### src/hdl/charger_ctrl_pkg.sv
// shared constants for the charger control register bank
package charger_ctrl_pkg;
	// register indices; byte address is four times the index
	localparam logic [7:0] IDX_CONTROL_ONE = 8'h43;
	localparam logic [7:0] IDX_CONTROL_TWO = 8'h44;
	localparam logic [7:0] IDX_PRECHARGE_CUR = 8'h45;
	localparam logic [7:0] IDX_ADAPTER_FAST_CUR = 8'h46;
	localparam logic [7:0] IDX_USB_FAST_CUR = 8'h47;
	localparam logic [7:0] IDX_CUTOFF_CUR = 8'h48;
	localparam logic [7:0] IDX_USB_DIODE = 8'h49;
	localparam logic [7:0] IDX_THERM_SUSPEND = 8'h4A;
	localparam logic [7:0] IDX_MONITOR = 8'h50;

	// control one fields
	localparam int BIT_ENABLE = 0;
	localparam int BIT_AUTO_STOP = 1;
	localparam int BIT_AUTO_RESUME = 2;
	localparam int BIT_MAN_RESUME = 3;
	localparam int BIT_MAN_RESTART = 4;
	localparam int BIT_PRE_WD_LONG = 5;
	localparam int POS_FAST_WD = 6;
	// control two fields
	localparam int POS_COND_LEVEL = 0;
	localparam int POS_FLOAT_V = 2;
	localparam int BIT_DEBOUNCE_LONG = 7;
	// usb and diode fields
	localparam int POS_USB_STATUS = 0;
	localparam int BIT_TEMP_ENABLE = 2;
	localparam int POS_DIODE_LIMIT = 6;
	// thermistor and suspend fields
	localparam int POS_THERM_LEVEL = 0;
	localparam int BIT_SUSPEND_SWITCH = 4;

	// writable bit masks; everything else reads zero
	localparam logic [7:0] MASK_CONTROL_TWO = 8'hBF;
	localparam logic [7:0] MASK_CUTOFF = 8'h1F;
	localparam logic [7:0] MASK_USB_DIODE = 8'hC7;
	localparam logic [7:0] MASK_THERM = 8'h1F;

	// usb budget code that commands suspend
	localparam logic [1:0] USB_SUSPEND_CODE = 2'h3;

	// charger state machine mode codes
	localparam logic [3:0] MODE_USB_PRE = 4'h1;
	localparam logic [3:0] MODE_USB_PRE_WAIT = 4'h2;
	localparam logic [3:0] MODE_USB_FAST = 4'h3;
	localparam logic [3:0] MODE_USB_FAST_WAIT = 4'h4;
	localparam logic [3:0] MODE_ADP_PRE = 4'h6;
	localparam logic [3:0] MODE_ADP_PRE_WAIT = 4'h7;
	localparam logic [3:0] MODE_ADP_FAST = 4'h8;
	localparam logic [3:0] MODE_ADP_FAST_WAIT = 4'h9;
	localparam logic [3:0] MODE_FULL = 4'hA;
	localparam logic [3:0] MODE_HALT = 4'hB;

	// timing, in their own units
	localparam int CLK_HZ = 10_000_000;
	localparam int ONE_SECOND_S = 1;
	localparam int PRE_WD_SHORT_MIN = 30;
	localparam int PRE_WD_LONG_MIN = 60;
	localparam int FAST_WD_0_H = 1;
	localparam int FAST_WD_1_H = 2;
	localparam int FAST_WD_2_H = 4;
	localparam int FAST_WD_3_H = 6;
	localparam int DEBOUNCE_SHORT_S = 32;
	localparam int DEBOUNCE_LONG_S = 64;
	// derived counts
	localparam int SECOND_CYCLES = CLK_HZ * ONE_SECOND_S;
	localparam logic [14:0] PRE_WD_SHORT_S = 15'(PRE_WD_SHORT_MIN * 60);
	localparam logic [14:0] PRE_WD_LONG_S = 15'(PRE_WD_LONG_MIN * 60);
	localparam logic [14:0] FAST_WD_0_S = 15'(FAST_WD_0_H * 3600);
	localparam logic [14:0] FAST_WD_1_S = 15'(FAST_WD_1_H * 3600);
	localparam logic [14:0] FAST_WD_2_S = 15'(FAST_WD_2_H * 3600);
	localparam logic [14:0] FAST_WD_3_S = 15'(FAST_WD_3_H * 3600);
	localparam logic [14:0] DEBOUNCE_SHORT_CNT = 15'(DEBOUNCE_SHORT_S);
	localparam logic [14:0] DEBOUNCE_LONG_CNT = 15'(DEBOUNCE_LONG_S);
endpackage

### src/hdl/charger_control_registers.sv
// charger control register bank with ahb-lite slave and charge supervision
// Behaviour
// - enable clear blocks charging, detection keeps running
// - no auto-stop: end by disable or watchdog
// - auto-stop: end on low current in fast phases, or watchdog
// - auto-resume below 96 percent float voltage
// - manual resume from full, ignored under auto-resume
// - manual restart leaves halt mode
// - manual resume and restart self-clear when done
// - precharge watchdog 30 or 60 minutes
// - fast watchdog 1, 2, 4, 6 hours
// - condition level field sets precharge exit voltage
// - float voltage field, 20 mV steps
// - resume debounce 32 or 64 seconds
// - precharge and adapter currents scale code/255
// - usb fast current uses same scaling
// - cutoff current is (code+1)/32 of charge current
// - charge current code follows active mode
// - usb budget field, code 3 suspends
// - usb budget resets on standby entry
// - temperature enable gates temperature monitoring
// - diode current limit field 1.6 to 2.2 A
// - thermistor threshold field, 50 mV steps
// - suspend switch bit chooses switch or diode
module charger_control_registers #(
	parameter int SEC_CYCLES = charger_ctrl_pkg::SECOND_CYCLES,
	parameter logic [7:0] RST_CONTROL_ONE = 8'h00,
	parameter logic [7:0] RST_CONTROL_TWO = 8'h00,
	parameter logic [7:0] RST_PRECHARGE = 8'h00,
	parameter logic [7:0] RST_ADAPTER_FAST = 8'h00,
	parameter logic [7:0] RST_USB_FAST = 8'h00,
	parameter logic [7:0] RST_CUTOFF = 8'h00,
	parameter logic [7:0] RST_USB_DIODE = 8'h00,
	parameter logic [7:0] RST_THERM = 8'h00
) (
	input wire logic hclk, // bus clock
	input wire logic hresetn, // unpowered-state reset, low active
	input wire logic hsel, // slave select
	input wire logic [31:0] haddr, // byte address
	input wire logic [1:0] htrans, // transfer type
	input wire logic hwrite, // write when high
	input wire logic [2:0] hsize, // transfer size
	input wire logic [31:0] hwdata, // write data
	input wire logic hready, // bus ready
	output logic [31:0] hrdata, // read data
	output logic hreadyout, // slave ready
	output logic hresp, // always okay
	input wire logic [3:0] charger_mode, // mode from charger state machine
	input wire logic standby_entry, // one-cycle pulse on standby entry
	input wire logic current_below_cutoff, // analog comparator pin
	input wire logic battery_below_resume, // analog comparator pin
	output logic charge_permit, // charging allowed
	output logic charge_stop_req, // end charging now
	output logic charge_resume_req, // leave full mode
	output logic charge_restart_req, // leave halt mode
	output logic precharge_wd_expired, // precharge time exceeded
	output logic fast_wd_expired, // fast charge time exceeded
	output logic [1:0] cond_level, // precharge exit voltage code
	output logic [3:0] float_voltage, // float voltage code
	output logic [7:0] charge_current_code, // code for active mode
	output logic [12:0] cutoff_threshold, // (code+1)*current, units iref/8160
	output logic [1:0] usb_budget, // usb input budget code
	output logic usb_suspend, // usb suspend commanded
	output logic temp_monitor_en, // battery temperature monitoring
	output logic [1:0] diode_current_limit, // battery-to-system limit code
	output logic [3:0] therm_high_level, // high-temperature threshold code
	output logic suspend_switch_on // usb-to-system switch in suspend
);
	import charger_ctrl_pkg::*;

	// elaboration-time refusal: the second divider needs at least two states
	if (SEC_CYCLES < 2) begin : g_bad_sec
		$error("SEC_CYCLES must be at least 2");
	end

	// software-visible storage
	logic [7:0] control_one_r;
	logic [7:0] control_two_r;
	logic [7:0] precharge_cur_r;
	logic [7:0] adapter_fast_cur_r;
	logic [7:0] usb_fast_cur_r;
	logic [7:0] cutoff_cur_r;
	logic [7:0] usb_diode_r;
	logic [7:0] therm_r;

	// bus pipeline
	logic wr_pend_r;
	logic rd_pend_r;
	logic [7:0] idx_r;
	logic addr_ok_r;
	logic take;
	logic wr_now;
	logic [7:0] wmask;

	// synchronised comparator pins
	logic [2:0] low_cur_sync_r;
	logic [2:0] below_res_sync_r;
	logic low_cur_r;
	logic below_res_r;

	// timing
	logic [$clog2(SEC_CYCLES)-1:0] tick_cnt_r;
	logic sec_tick_r;
	logic [14:0] pre_sec_r;
	logic [14:0] fast_sec_r;
	logic [14:0] deb_sec_r;
	logic [14:0] pre_limit;
	logic [14:0] fast_limit;
	logic [14:0] deb_limit;
	logic in_pre;
	logic in_fast;
	logic resume_ok;

	// transfer accepted in address phase; hsize is not checked, only word-aligned addresses are served
	assign take = hsel && htrans[1] && hready;
	assign wr_now = wr_pend_r && addr_ok_r;
	assign wmask = hwdata[7:0];

	// address phase capture; reads take one wait state so that a write
	// just before lands first
	always_ff @(posedge hclk or negedge hresetn) begin
		if (!hresetn) begin
			wr_pend_r <= 1'b0;
			rd_pend_r <= 1'b0;
			idx_r <= 8'h00;
			addr_ok_r <= 1'b0;
		end else if (hreadyout) begin
			wr_pend_r <= take && hwrite;
			rd_pend_r <= take && !hwrite;
			idx_r <= haddr[9:2];
			addr_ok_r <= (haddr[31:10] == 22'h000000) && (haddr[1:0] == 2'h0);
		end else begin
			rd_pend_r <= 1'b0;
		end
	end

	// ready drops for the first data cycle of a read
	always_ff @(posedge hclk or negedge hresetn) begin
		if (!hresetn) begin
			hreadyout <= 1'b1;
		end else if (hreadyout && take && !hwrite) begin
			hreadyout <= 1'b0;
		end else begin
			hreadyout <= 1'b1;
		end
	end

	// error response never used
	always_ff @(posedge hclk or negedge hresetn) begin
		if (!hresetn) begin
			hresp <= 1'b0;
		end else begin
			hresp <= 1'b0;
		end
	end

	// read mux, unmapped and reserved bits give zero
	always_ff @(posedge hclk or negedge hresetn) begin
		if (!hresetn) begin
			hrdata <= 32'h00000000;
		end else if (rd_pend_r) begin
			hrdata <= 32'h00000000;
			if (addr_ok_r) begin
				unique case (idx_r)
					IDX_CONTROL_ONE: hrdata[7:0] <= control_one_r;
					IDX_CONTROL_TWO: hrdata[7:0] <= control_two_r;
					IDX_PRECHARGE_CUR: hrdata[7:0] <= precharge_cur_r;
					IDX_ADAPTER_FAST_CUR: hrdata[7:0] <= adapter_fast_cur_r;
					IDX_USB_FAST_CUR: hrdata[7:0] <= usb_fast_cur_r;
					IDX_CUTOFF_CUR: hrdata[7:0] <= cutoff_cur_r;
					IDX_USB_DIODE: hrdata[7:0] <= usb_diode_r;
					IDX_THERM_SUSPEND: hrdata[7:0] <= therm_r;
					IDX_MONITOR: hrdata[7:0] <= {2'h0, below_res_r, low_cur_r,
						fast_wd_expired, precharge_wd_expired, charge_stop_req,
						charge_permit};
					default: hrdata[7:0] <= 8'h00;
				endcase
			end
		end
	end

	// control one; resume and restart self-clear, a write in the same
	// cycle wins so a fresh request is never lost
	always_ff @(posedge hclk or negedge hresetn) begin
		if (!hresetn) begin
			control_one_r <= RST_CONTROL_ONE;
		end else if (wr_now && idx_r == IDX_CONTROL_ONE) begin
			control_one_r <= wmask;
		end else begin
			if (charge_resume_req && charger_mode != MODE_FULL) begin
				control_one_r[BIT_MAN_RESUME] <= 1'b0;
			end
			if (charge_restart_req && charger_mode != MODE_HALT) begin
				control_one_r[BIT_MAN_RESTART] <= 1'b0;
			end
		end
	end

	// plain fields, reserved bits masked off on write
	always_ff @(posedge hclk or negedge hresetn) begin
		if (!hresetn) begin
			control_two_r <= RST_CONTROL_TWO & MASK_CONTROL_TWO;
			precharge_cur_r <= RST_PRECHARGE;
			adapter_fast_cur_r <= RST_ADAPTER_FAST;
			usb_fast_cur_r <= RST_USB_FAST;
			cutoff_cur_r <= RST_CUTOFF & MASK_CUTOFF;
			therm_r <= RST_THERM & MASK_THERM;
		end else if (wr_now) begin
			if (idx_r == IDX_CONTROL_TWO) begin
				control_two_r <= wmask & MASK_CONTROL_TWO;
			end
			if (idx_r == IDX_PRECHARGE_CUR) begin
				precharge_cur_r <= wmask;
			end
			if (idx_r == IDX_ADAPTER_FAST_CUR) begin
				adapter_fast_cur_r <= wmask;
			end
			if (idx_r == IDX_USB_FAST_CUR) begin
				usb_fast_cur_r <= wmask;
			end
			if (idx_r == IDX_CUTOFF_CUR) begin
				cutoff_cur_r <= wmask & MASK_CUTOFF;
			end
			if (idx_r == IDX_THERM_SUSPEND) begin
				therm_r <= wmask & MASK_THERM;
			end
		end
	end

	// usb budget also returns to its reset value on standby entry;
	// standby wins over a write in the same cycle
	always_ff @(posedge hclk or negedge hresetn) begin
		if (!hresetn) begin
			usb_diode_r <= RST_USB_DIODE & MASK_USB_DIODE;
		end else begin
			if (wr_now && idx_r == IDX_USB_DIODE) begin
				usb_diode_r <= wmask & MASK_USB_DIODE;
			end
			if (standby_entry) begin
				usb_diode_r[POS_USB_STATUS +: 2] <= RST_USB_DIODE[POS_USB_STATUS +: 2];
			end
		end
	end

	// comparator pins: three stages, a change counts once two and three agree
	always_ff @(posedge hclk or negedge hresetn) begin
		if (!hresetn) begin
			low_cur_sync_r <= 3'h0;
			below_res_sync_r <= 3'h0;
			low_cur_r <= 1'b0;
			below_res_r <= 1'b0;
		end else begin
			low_cur_sync_r <= {low_cur_sync_r[1:0], current_below_cutoff};
			below_res_sync_r <= {below_res_sync_r[1:0], battery_below_resume};
			if (low_cur_sync_r[2] == low_cur_sync_r[1]) begin
				low_cur_r <= low_cur_sync_r[2];
			end
			if (below_res_sync_r[2] == below_res_sync_r[1]) begin
				below_res_r <= below_res_sync_r[2];
			end
		end
	end

	// one-second enable pulse; long watchdogs count seconds, not cycles
	always_ff @(posedge hclk or negedge hresetn) begin
		if (!hresetn) begin
			tick_cnt_r <= '0;
			sec_tick_r <= 1'b0;
		end else if (tick_cnt_r == ($clog2(SEC_CYCLES))'(SEC_CYCLES - 1)) begin
			tick_cnt_r <= '0;
			sec_tick_r <= 1'b1;
		end else begin
			tick_cnt_r <= tick_cnt_r + 1'b1;
			sec_tick_r <= 1'b0;
		end
	end

	// phase decode and limit selection
	assign in_pre = charger_mode == MODE_USB_PRE || charger_mode == MODE_USB_PRE_WAIT ||
		charger_mode == MODE_ADP_PRE || charger_mode == MODE_ADP_PRE_WAIT;
	assign in_fast = charger_mode == MODE_USB_FAST || charger_mode == MODE_USB_FAST_WAIT ||
		charger_mode == MODE_ADP_FAST || charger_mode == MODE_ADP_FAST_WAIT;
	assign pre_limit = control_one_r[BIT_PRE_WD_LONG] ? PRE_WD_LONG_S : PRE_WD_SHORT_S;
	assign deb_limit = control_two_r[BIT_DEBOUNCE_LONG] ? DEBOUNCE_LONG_CNT :
		DEBOUNCE_SHORT_CNT;

	// fast watchdog limit by two-bit code
	always_comb begin
		unique case (control_one_r[POS_FAST_WD +: 2])
			2'h0: fast_limit = FAST_WD_0_S;
			2'h1: fast_limit = FAST_WD_1_S;
			2'h2: fast_limit = FAST_WD_2_S;
			2'h3: fast_limit = FAST_WD_3_S;
		endcase
	end

	// precharge watchdog: runs only in precharge phases, sticky until exit
	always_ff @(posedge hclk or negedge hresetn) begin
		if (!hresetn) begin
			pre_sec_r <= 15'h0000;
			precharge_wd_expired <= 1'b0;
		end else if (!in_pre) begin
			pre_sec_r <= 15'h0000;
			precharge_wd_expired <= 1'b0;
		end else if (sec_tick_r && !precharge_wd_expired) begin
			pre_sec_r <= pre_sec_r + 15'h0001;
			if (pre_sec_r + 15'h0001 >= pre_limit) begin
				precharge_wd_expired <= 1'b1;
			end
		end
	end

	// fast-charge watchdog, same scheme in fast phases
	always_ff @(posedge hclk or negedge hresetn) begin
		if (!hresetn) begin
			fast_sec_r <= 15'h0000;
			fast_wd_expired <= 1'b0;
		end else if (!in_fast) begin
			fast_sec_r <= 15'h0000;
			fast_wd_expired <= 1'b0;
		end else if (sec_tick_r && !fast_wd_expired) begin
			fast_sec_r <= fast_sec_r + 15'h0001;
			if (fast_sec_r + 15'h0001 >= fast_limit) begin
				fast_wd_expired <= 1'b1;
			end
		end
	end

	// resume debounce: comparator must stay low-battery for the whole time
	always_ff @(posedge hclk or negedge hresetn) begin
		if (!hresetn) begin
			deb_sec_r <= 15'h0000;
		end else if (!below_res_r || charger_mode != MODE_FULL) begin
			deb_sec_r <= 15'h0000;
		end else if (sec_tick_r && deb_sec_r < deb_limit) begin
			deb_sec_r <= deb_sec_r + 15'h0001;
		end
	end
	assign resume_ok = deb_sec_r >= deb_limit;

	// enable, stop conditions
	always_ff @(posedge hclk or negedge hresetn) begin
		if (!hresetn) begin
			charge_permit <= 1'b0;
			charge_stop_req <= 1'b0;
		end else begin
			charge_permit <= control_one_r[BIT_ENABLE];
			// watchdog ends charging whether or not auto-stop is on
			charge_stop_req <= !control_one_r[BIT_ENABLE] ||
				precharge_wd_expired || fast_wd_expired ||
				(control_one_r[BIT_AUTO_STOP] && in_fast && low_cur_r);
		end
	end

	// resume and restart requests; held until the mode moves on
	always_ff @(posedge hclk or negedge hresetn) begin
		if (!hresetn) begin
			charge_resume_req <= 1'b0;
			charge_restart_req <= 1'b0;
		end else begin
			charge_resume_req <= charger_mode == MODE_FULL && control_one_r[BIT_ENABLE] &&
				(control_one_r[BIT_AUTO_RESUME] ? resume_ok :
				control_one_r[BIT_MAN_RESUME]);
			charge_restart_req <= charger_mode == MODE_HALT && control_one_r[BIT_ENABLE] &&
				control_one_r[BIT_MAN_RESTART];
		end
	end

	// charge current follows the active phase; cutoff is (code+1)/32 of it
	always_ff @(posedge hclk or negedge hresetn) begin
		if (!hresetn) begin
			charge_current_code <= 8'h00;
			cutoff_threshold <= 13'h0000;
		end else begin
			if (in_pre) begin
				charge_current_code <= precharge_cur_r;
			end else if (charger_mode == MODE_USB_FAST || charger_mode == MODE_USB_FAST_WAIT) begin
				charge_current_code <= usb_fast_cur_r;
			end else begin
				charge_current_code <= adapter_fast_cur_r;
			end
			cutoff_threshold <= 13'((14'(cutoff_cur_r[4:0]) + 14'h0001) *
				14'(charge_current_code));
		end
	end

	// analog-facing fields copied to flops
	always_ff @(posedge hclk or negedge hresetn) begin
		if (!hresetn) begin
			cond_level <= 2'h0;
			float_voltage <= 4'h0;
			usb_budget <= 2'h0;
			usb_suspend <= 1'b0;
			temp_monitor_en <= 1'b0;
			diode_current_limit <= 2'h0;
			therm_high_level <= 4'h0;
			suspend_switch_on <= 1'b0;
		end else begin
			cond_level <= control_two_r[POS_COND_LEVEL +: 2];
			float_voltage <= control_two_r[POS_FLOAT_V +: 4];
			usb_budget <= usb_diode_r[POS_USB_STATUS +: 2];
			usb_suspend <= usb_diode_r[POS_USB_STATUS +: 2] == USB_SUSPEND_CODE;
			temp_monitor_en <= usb_diode_r[BIT_TEMP_ENABLE];
			diode_current_limit <= usb_diode_r[POS_DIODE_LIMIT +: 2];
			therm_high_level <= therm_r[POS_THERM_LEVEL +: 4];
			suspend_switch_on <= therm_r[BIT_SUSPEND_SWITCH];
		end
	end
endmodule

### config.mk
export PLATFORM = sky130hd
export DESIGN_NAME = charger_control_registers
export DESIGN_NICKNAME = d
export VERILOG_FILES = /design/src/hdl/charger_ctrl_pkg.sv /design/src/hdl/charger_control_registers.sv
export SDC_FILE = /design/constraint.sdc
export NUM_CORES = 1
export LEC_CHECK = 0
export BUFFER_PORTS_ARGS = -buffer_cell sky130_fd_sc_hd__buf_2
export CAP_MARGIN = 20
export CORE_UTILIZATION = 50
export DETAILED_ROUTE_END_ITERATION = 12
export HOLD_SLACK_MARGIN = 0.08
export PLACE_DENSITY = 0.71
export REMOVE_ABC_BUFFERS = 1
export SLEW_MARGIN = 10
export SYNTH_ARGS = -nofsm -noshare
export SYNTH_HDL_FRONTEND = slang
export SYNTH_SLANG_ARGS = --single-unit
### constraint.sdc
create_clock -name hclk -period 7.9 [get_ports hclk]
set_clock_uncertainty 0.05 [all_clocks]
set_input_delay 0.79 -clock hclk [delete_from_list [all_inputs] [get_ports hclk]]
set_output_delay 0.79 -clock hclk [all_outputs]
set_load 0.02 [all_outputs]
---- Word-level counts from Yosys, hierarchy flattened ----
Cells that the tools add are included.
word-level totals
  register bits ........................... 196
  input port bits ......................... 81
  output and inout port bits .............. 78
  word-level logic and storage cells ...... 164
cells by class
  add/subtract/negate cells ............... 5
  multipliers ............................. 1
  $lt $le $gt $ge ......................... 4
  equality and inequality tests ........... 32
  multiplexer cells ....................... 29
  reductions and logical operators ........ 51
operators with widths
  kind                                                             count
  15-bit 2-to-1 mux                                                6
  8-bit by 7-bit == test with 1-bit output, second input constant  9
  8-bit case mux with 9 select lines                               1
  15-bit case mux with 4 select lines                              1
  15-bit by 1-bit adder with 15-bit output, second input constant  3
  24-bit by 1-bit adder with 24-bit output, second input constant  1
  24-bit == test, second input constant                            1
  24-bit 2-to-1 mux                                                1
  8-bit 2-to-1 mux                                                 3
  22-bit zero test                                                 1
  1-bit logical AND                                                21
  4-bit == test, second input constant                             4
  2-bit AND reduction                                              8
  15-bit by 12-bit greater-or-equal comparator with 1-bit output   1
  15-bit greater-or-equal comparator                               1
  15-bit by 7-bit greater-or-equal comparator with 1-bit output    1
  15-bit by 7-bit less-than comparator with 1-bit output           1
  6-bit by 8-bit multiplier with 13-bit output                     1
  4-bit by 3-bit == test with 1-bit output, second input constant  3
  1-bit 2-to-1 mux                                                 12
  12-bit 2-to-1 mux                                                1
  1-bit logical OR                                                 10
  4-bit by 2-bit == test with 1-bit output, second input constant  2
  2-bit by 1-bit != test with 1-bit output, second input constant  4
  11 further kinds                                                 25

---- Depth between registers and ports, before layout ----
  depth in word-level cells ............... 7
  gate-level depth with buffers ........... 16
  depth with buffers taken out ............ 16

---- Worst setup path before layout ----
OpenSTA, ideal clock, no wires.
  path kind ............................... flip-flop to flip-flop
  start point ............................. register cutoff_cur_r[1]
  end point ............................... register cutoff_threshold[12]
  library setup time ...................... 0.127 ns
  data arrival time ....................... 3.953 ns
  data required time ...................... 7.723 ns
  setup slack ............................. 3.771 ns
  stages on the path, launching flop included .. 16
  buffers on the path ..................... 0
  period minus slack after synthesis ...... 4.129 ns
  path through ............................ dfrtp_1 > ha_1 > nand3_1 > xnor2_1 > and2_1 > fa_1 > fa_1 > inv_1 > fa_1 > inv_1 > ha_1 > nand3_1 > o211ai_1 > o41ai_1 > o21ai_0 > xnor2_1
between the ends
  cells in the longest elaborated chain, start to end .. 2
ends and longest elaborated chain
  what                                          RTL line                          RTL
  start: declaration                            charger_control_registers.sv:82   logic [7:0] cutoff_cur_r;
  start signal: assignment                      charger_control_registers.sv:206  cutoff_cur_r <= RST_CUTOFF & MASK_CUTOFF;
  start signal: assignment                      charger_control_registers.sv:222  cutoff_cur_r <= wmask & MASK_CUTOFF;
  5-bit by 1-bit adder with 6-bit output        charger_control_registers.sv:382  cutoff_threshold <= 13'((14'(cutoff_cur_r[4:0]) + 14'h0001) *
  6-bit by 8-bit multiplier with 13-bit output  charger_control_registers.sv:382
  end signal: assignment                        charger_control_registers.sv:382
  end: declaration                              charger_control_registers.sv:61   output logic [12:0] cutoff_threshold,
No other way between the ends.
A chain may end at the register's enable or synchronous reset.

---- Worst setup path after layout ----
  start point ............................. register cutoff_cur_r[0]
  end point ............................... register cutoff_threshold[12]
Same word-level chain as after synthesis.

==> results_dict.tcl <==
set metrics [dict create \
    outcome "finished, final reports clean" \
    post_cts_resized 0 \
    core_area_um2 21000 \
    endpoint_kind "flop" \
    cts.sinks 196 \
    grt_pass1_vias 7458 \
    finalCritPeriodShare 0.642 \
    synthFlopType "dfrtp_1" \
    fmax_mhz 197 \
    drt_iter0_markers 439 \
    p_int_mw 1.52 \
    rows 53 \
    routed_wl_mm 22.6 \
    r2r-end "cutoff_threshold[12]" \
    start_kind "flop" \
    ir_worst_vdd_uv 133 \
    min_path_cells 0 \
    cts_setup_buffers 0 \
    maxSlewHeadroom 0.322 \
    yosys_warnings 0 \
    cts_tree "built" \
    grt_max_degree 120 \
    setup-violations-final 0 \
    clkTransAtPathRegs_ns 0.07 \
    die_w_um 148 \
    max_cap_violations 0 \
    worst_pin_slew_ns 1.01 \
    seq_area_frac_synth 0.458 \
    async_reset_ff_frac 1.00 \
    synth_edf_count 0 \
    ys_ff_latch 196 \
    critPathArrivalTime_ns 5.34 \
    viasPerCell 5.44 \
    drt_first_pass_iters 5 \
    finalMaxSlewViolations 0 \
    io_pins 159 \
    ctsHoldBuffers 0 \
    place_congestion 0.848 \
    required_ns 8.17 \
    numCtsBuffers 17 \
    ant_nets 0 \
    critPathMaxFanout 12 \
    synthesis.area_um2 10700 \
    port_buffers 105 \
    wl_per_cell_um 16.3 \
    min_period_ns 5.07 \
    min_path_type "reg -> reg" \
    antenna_found_initial 0 \
    worstReg2RegStart "cutoff_cur_r[0]" \
    worstHoldStart "below_res_sync_r[0]" \
    hold_viol 0 \
    htree_levels 4 \
    p_seq_frac 0.520 \
    fin_nets 1245 \
    drc 0 \
    grt_pass1_wl_mm 37.8 \
    track_usage 0.219 \
    synthDistinctLibCells 70 \
    power_switching_share 0.234 \
    comb_power_share 0.056 \
    fp.dieArea_um2 22000 \
    dpl.hpwl_mm 16.1 \
    synthToLayoutAreaGrowth_pct 11.6 \
    syn_inst 1005 \
    start_util 0.509 \
    clockPowerShare 0.424 \
    drive_gt1_frac 0.195 \
    utilization 0.568 \
    critical_path_class "reg -> reg" \
    p_per_area_nw_per_um2 167 \
    clockBufferDepth 2 \
    p_sw_mw 0.466 \
    hold_end "below_res_sync_r[1]" \
    vias 7528 \
    reg2reg_depth 15 \
    power_leakage_nw 5.66 \
    syn_avg_cell_area_um2 10.6 \
    rsz0062_at_grt "false" \
    tns_ns 0 \
    overflow 0 \
    die_y_um 148 \
    insertion_delay_ns 0.43 \
    antennaDiodeCount 0 \
    r2r_slack_ns 2.83 \
    root_buffer "clkbuf_16" \
]
cells by family after synthesis:
kind of cell | Yosys count | share of synthesized area
simple gates | 355 | 0.179
flops | 196 | 0.458
other cells | 1 | 0.000350
compound gates | 96 | 0.0607
mux | 74 | 0.0814
fa+ha+maj | 68 | 0.0959
buf+inv | 129 | 0.0541
xor+xnor | 86 | 0.0704
cells in the mapped netlist (16+ instances only):
master      n  share of area
nand2_1    70          0.025
ha_1       42          0.049
xnor2_1    51          0.042
nor3_1     20         0.0094
buf_4      25          0.018
nor2b_1    17         0.0099
nand3_1    35          0.016
inv_1      69          0.024
nand4_1    22          0.013
clkbuf_1   28         0.0098
o21ai_0    24          0.011
xor2_1     35          0.029
mux2_2     54          0.057
a21oi_1    16         0.0075
nor2_1     79          0.028
fa_1       24          0.045
dfrtp_1   195           0.46
and2_1     32          0.019
per-layer routing:
metal  routed length [um]  GRT usage  vias up
li1                     -          -     3588
met1                10200      0.295     3743
met2                10900      0.352      173
met3                 1100     0.0466       24
met4                  365     0.0696        0
met5                    0          0        -
power by group through the flow:
stage	clock network (mW)	logic, mW	registers [mW]
detailed placement	0	0.113	1.05
floorplan	0	0.0512	1.05
CTS	0.865	0.113	1.04
finish	0.843	0.112	1.04
global placement	0	0.111	1.05
global route	0.901	0.125	1.04
per-stage QoR:
stage	cell area, um2	worst slack (ns)	std cells	hold slack, ns	power (mW)
final	11900	2.83	1384	0.306	1.99
after floorplan	10500	3.62	969	0.281	1.11
after global routing	11900	2.56	1384	0.328	2.06
after detailed placement	11400	2.85	1354	0.289	1.17
after CTS	11900	2.79	1384	0.309	2.01
after global placement	11400	2.97	1354	0.286	1.17
placed cells by master (no fill, tap or decap), drive strengths merged, types with 20 or more instances in the layout:
master	n
dfrtp	195
buf	109
nor2	81
nand2	70
inv	69
mux2	54
xnor2	51
ha	42
nand3	37
xor2	35
and2	32
conb	25
o21ai	24
fa	24
nand4	22
clkbuf	21
nor3	20
flip-flops by register name (all words and copies together), names as in the netlist, 2 cells and up:
signal	flops
tick_cnt_r	24
deb_sec_r	15
fast_sec_r	15
pre_sec_r	15
cutoff_threshold	13
adapter_fast_cur_r	8
charge_current_code	8
control_one_r	8
hrdata	8
idx_r	8
precharge_cur_r	8
usb_fast_cur_r	8
control_two_r	7
cutoff_cur_r	5
therm_r	5
usb_diode_r	5
float_voltage	4
therm_high_level	4
below_res_sync_r	3
low_cur_sync_r	3
cond_level	2
diode_current_limit	2
usb_budget	2
critical path: stages, from the launching register on:
cell      delay [ns]
dfrtp_1         0.62
ha_1            0.30
nand3_1         0.12
xnor2_1         0.58
and2_1          0.24
fa_1            0.44
fa_1            0.55
inv_1           0.06
fa_1            0.52
inv_1           0.04
ha_1            0.35
nand3_1         0.11
o211ai_1        0.12
o41ai_1         0.47
o21ai_0         0.21
xnor2_1         0.16
cell type report:
class                   instances  area, um2
repair buffers                110        572
clock inverters                10        110
fillers                      1822       9080
flip-flops and latches        196       4910
well taps                     275        344
clock buffers                  20        447
inverters                      69        259
multi-input cells             704       5310
how the worst max path moves through the flow:
stage                               start                   end  slack [ns]  depth (start not counted)
final                     cutoff_cur_r[0]  cutoff_threshold[12]        2.83                         15
after floorplan           cutoff_cur_r[0]  cutoff_threshold[12]        3.62                         15
after global routing      cutoff_cur_r[0]  cutoff_threshold[12]        2.56                         15
after global placement    cutoff_cur_r[0]  cutoff_threshold[12]        2.97                         15
after detailed placement  cutoff_cur_r[0]  cutoff_threshold[12]        2.85                         15
after CTS                 cutoff_cur_r[0]  cutoff_threshold[12]        2.79                         15
Power figures use the tool's default switching activity.
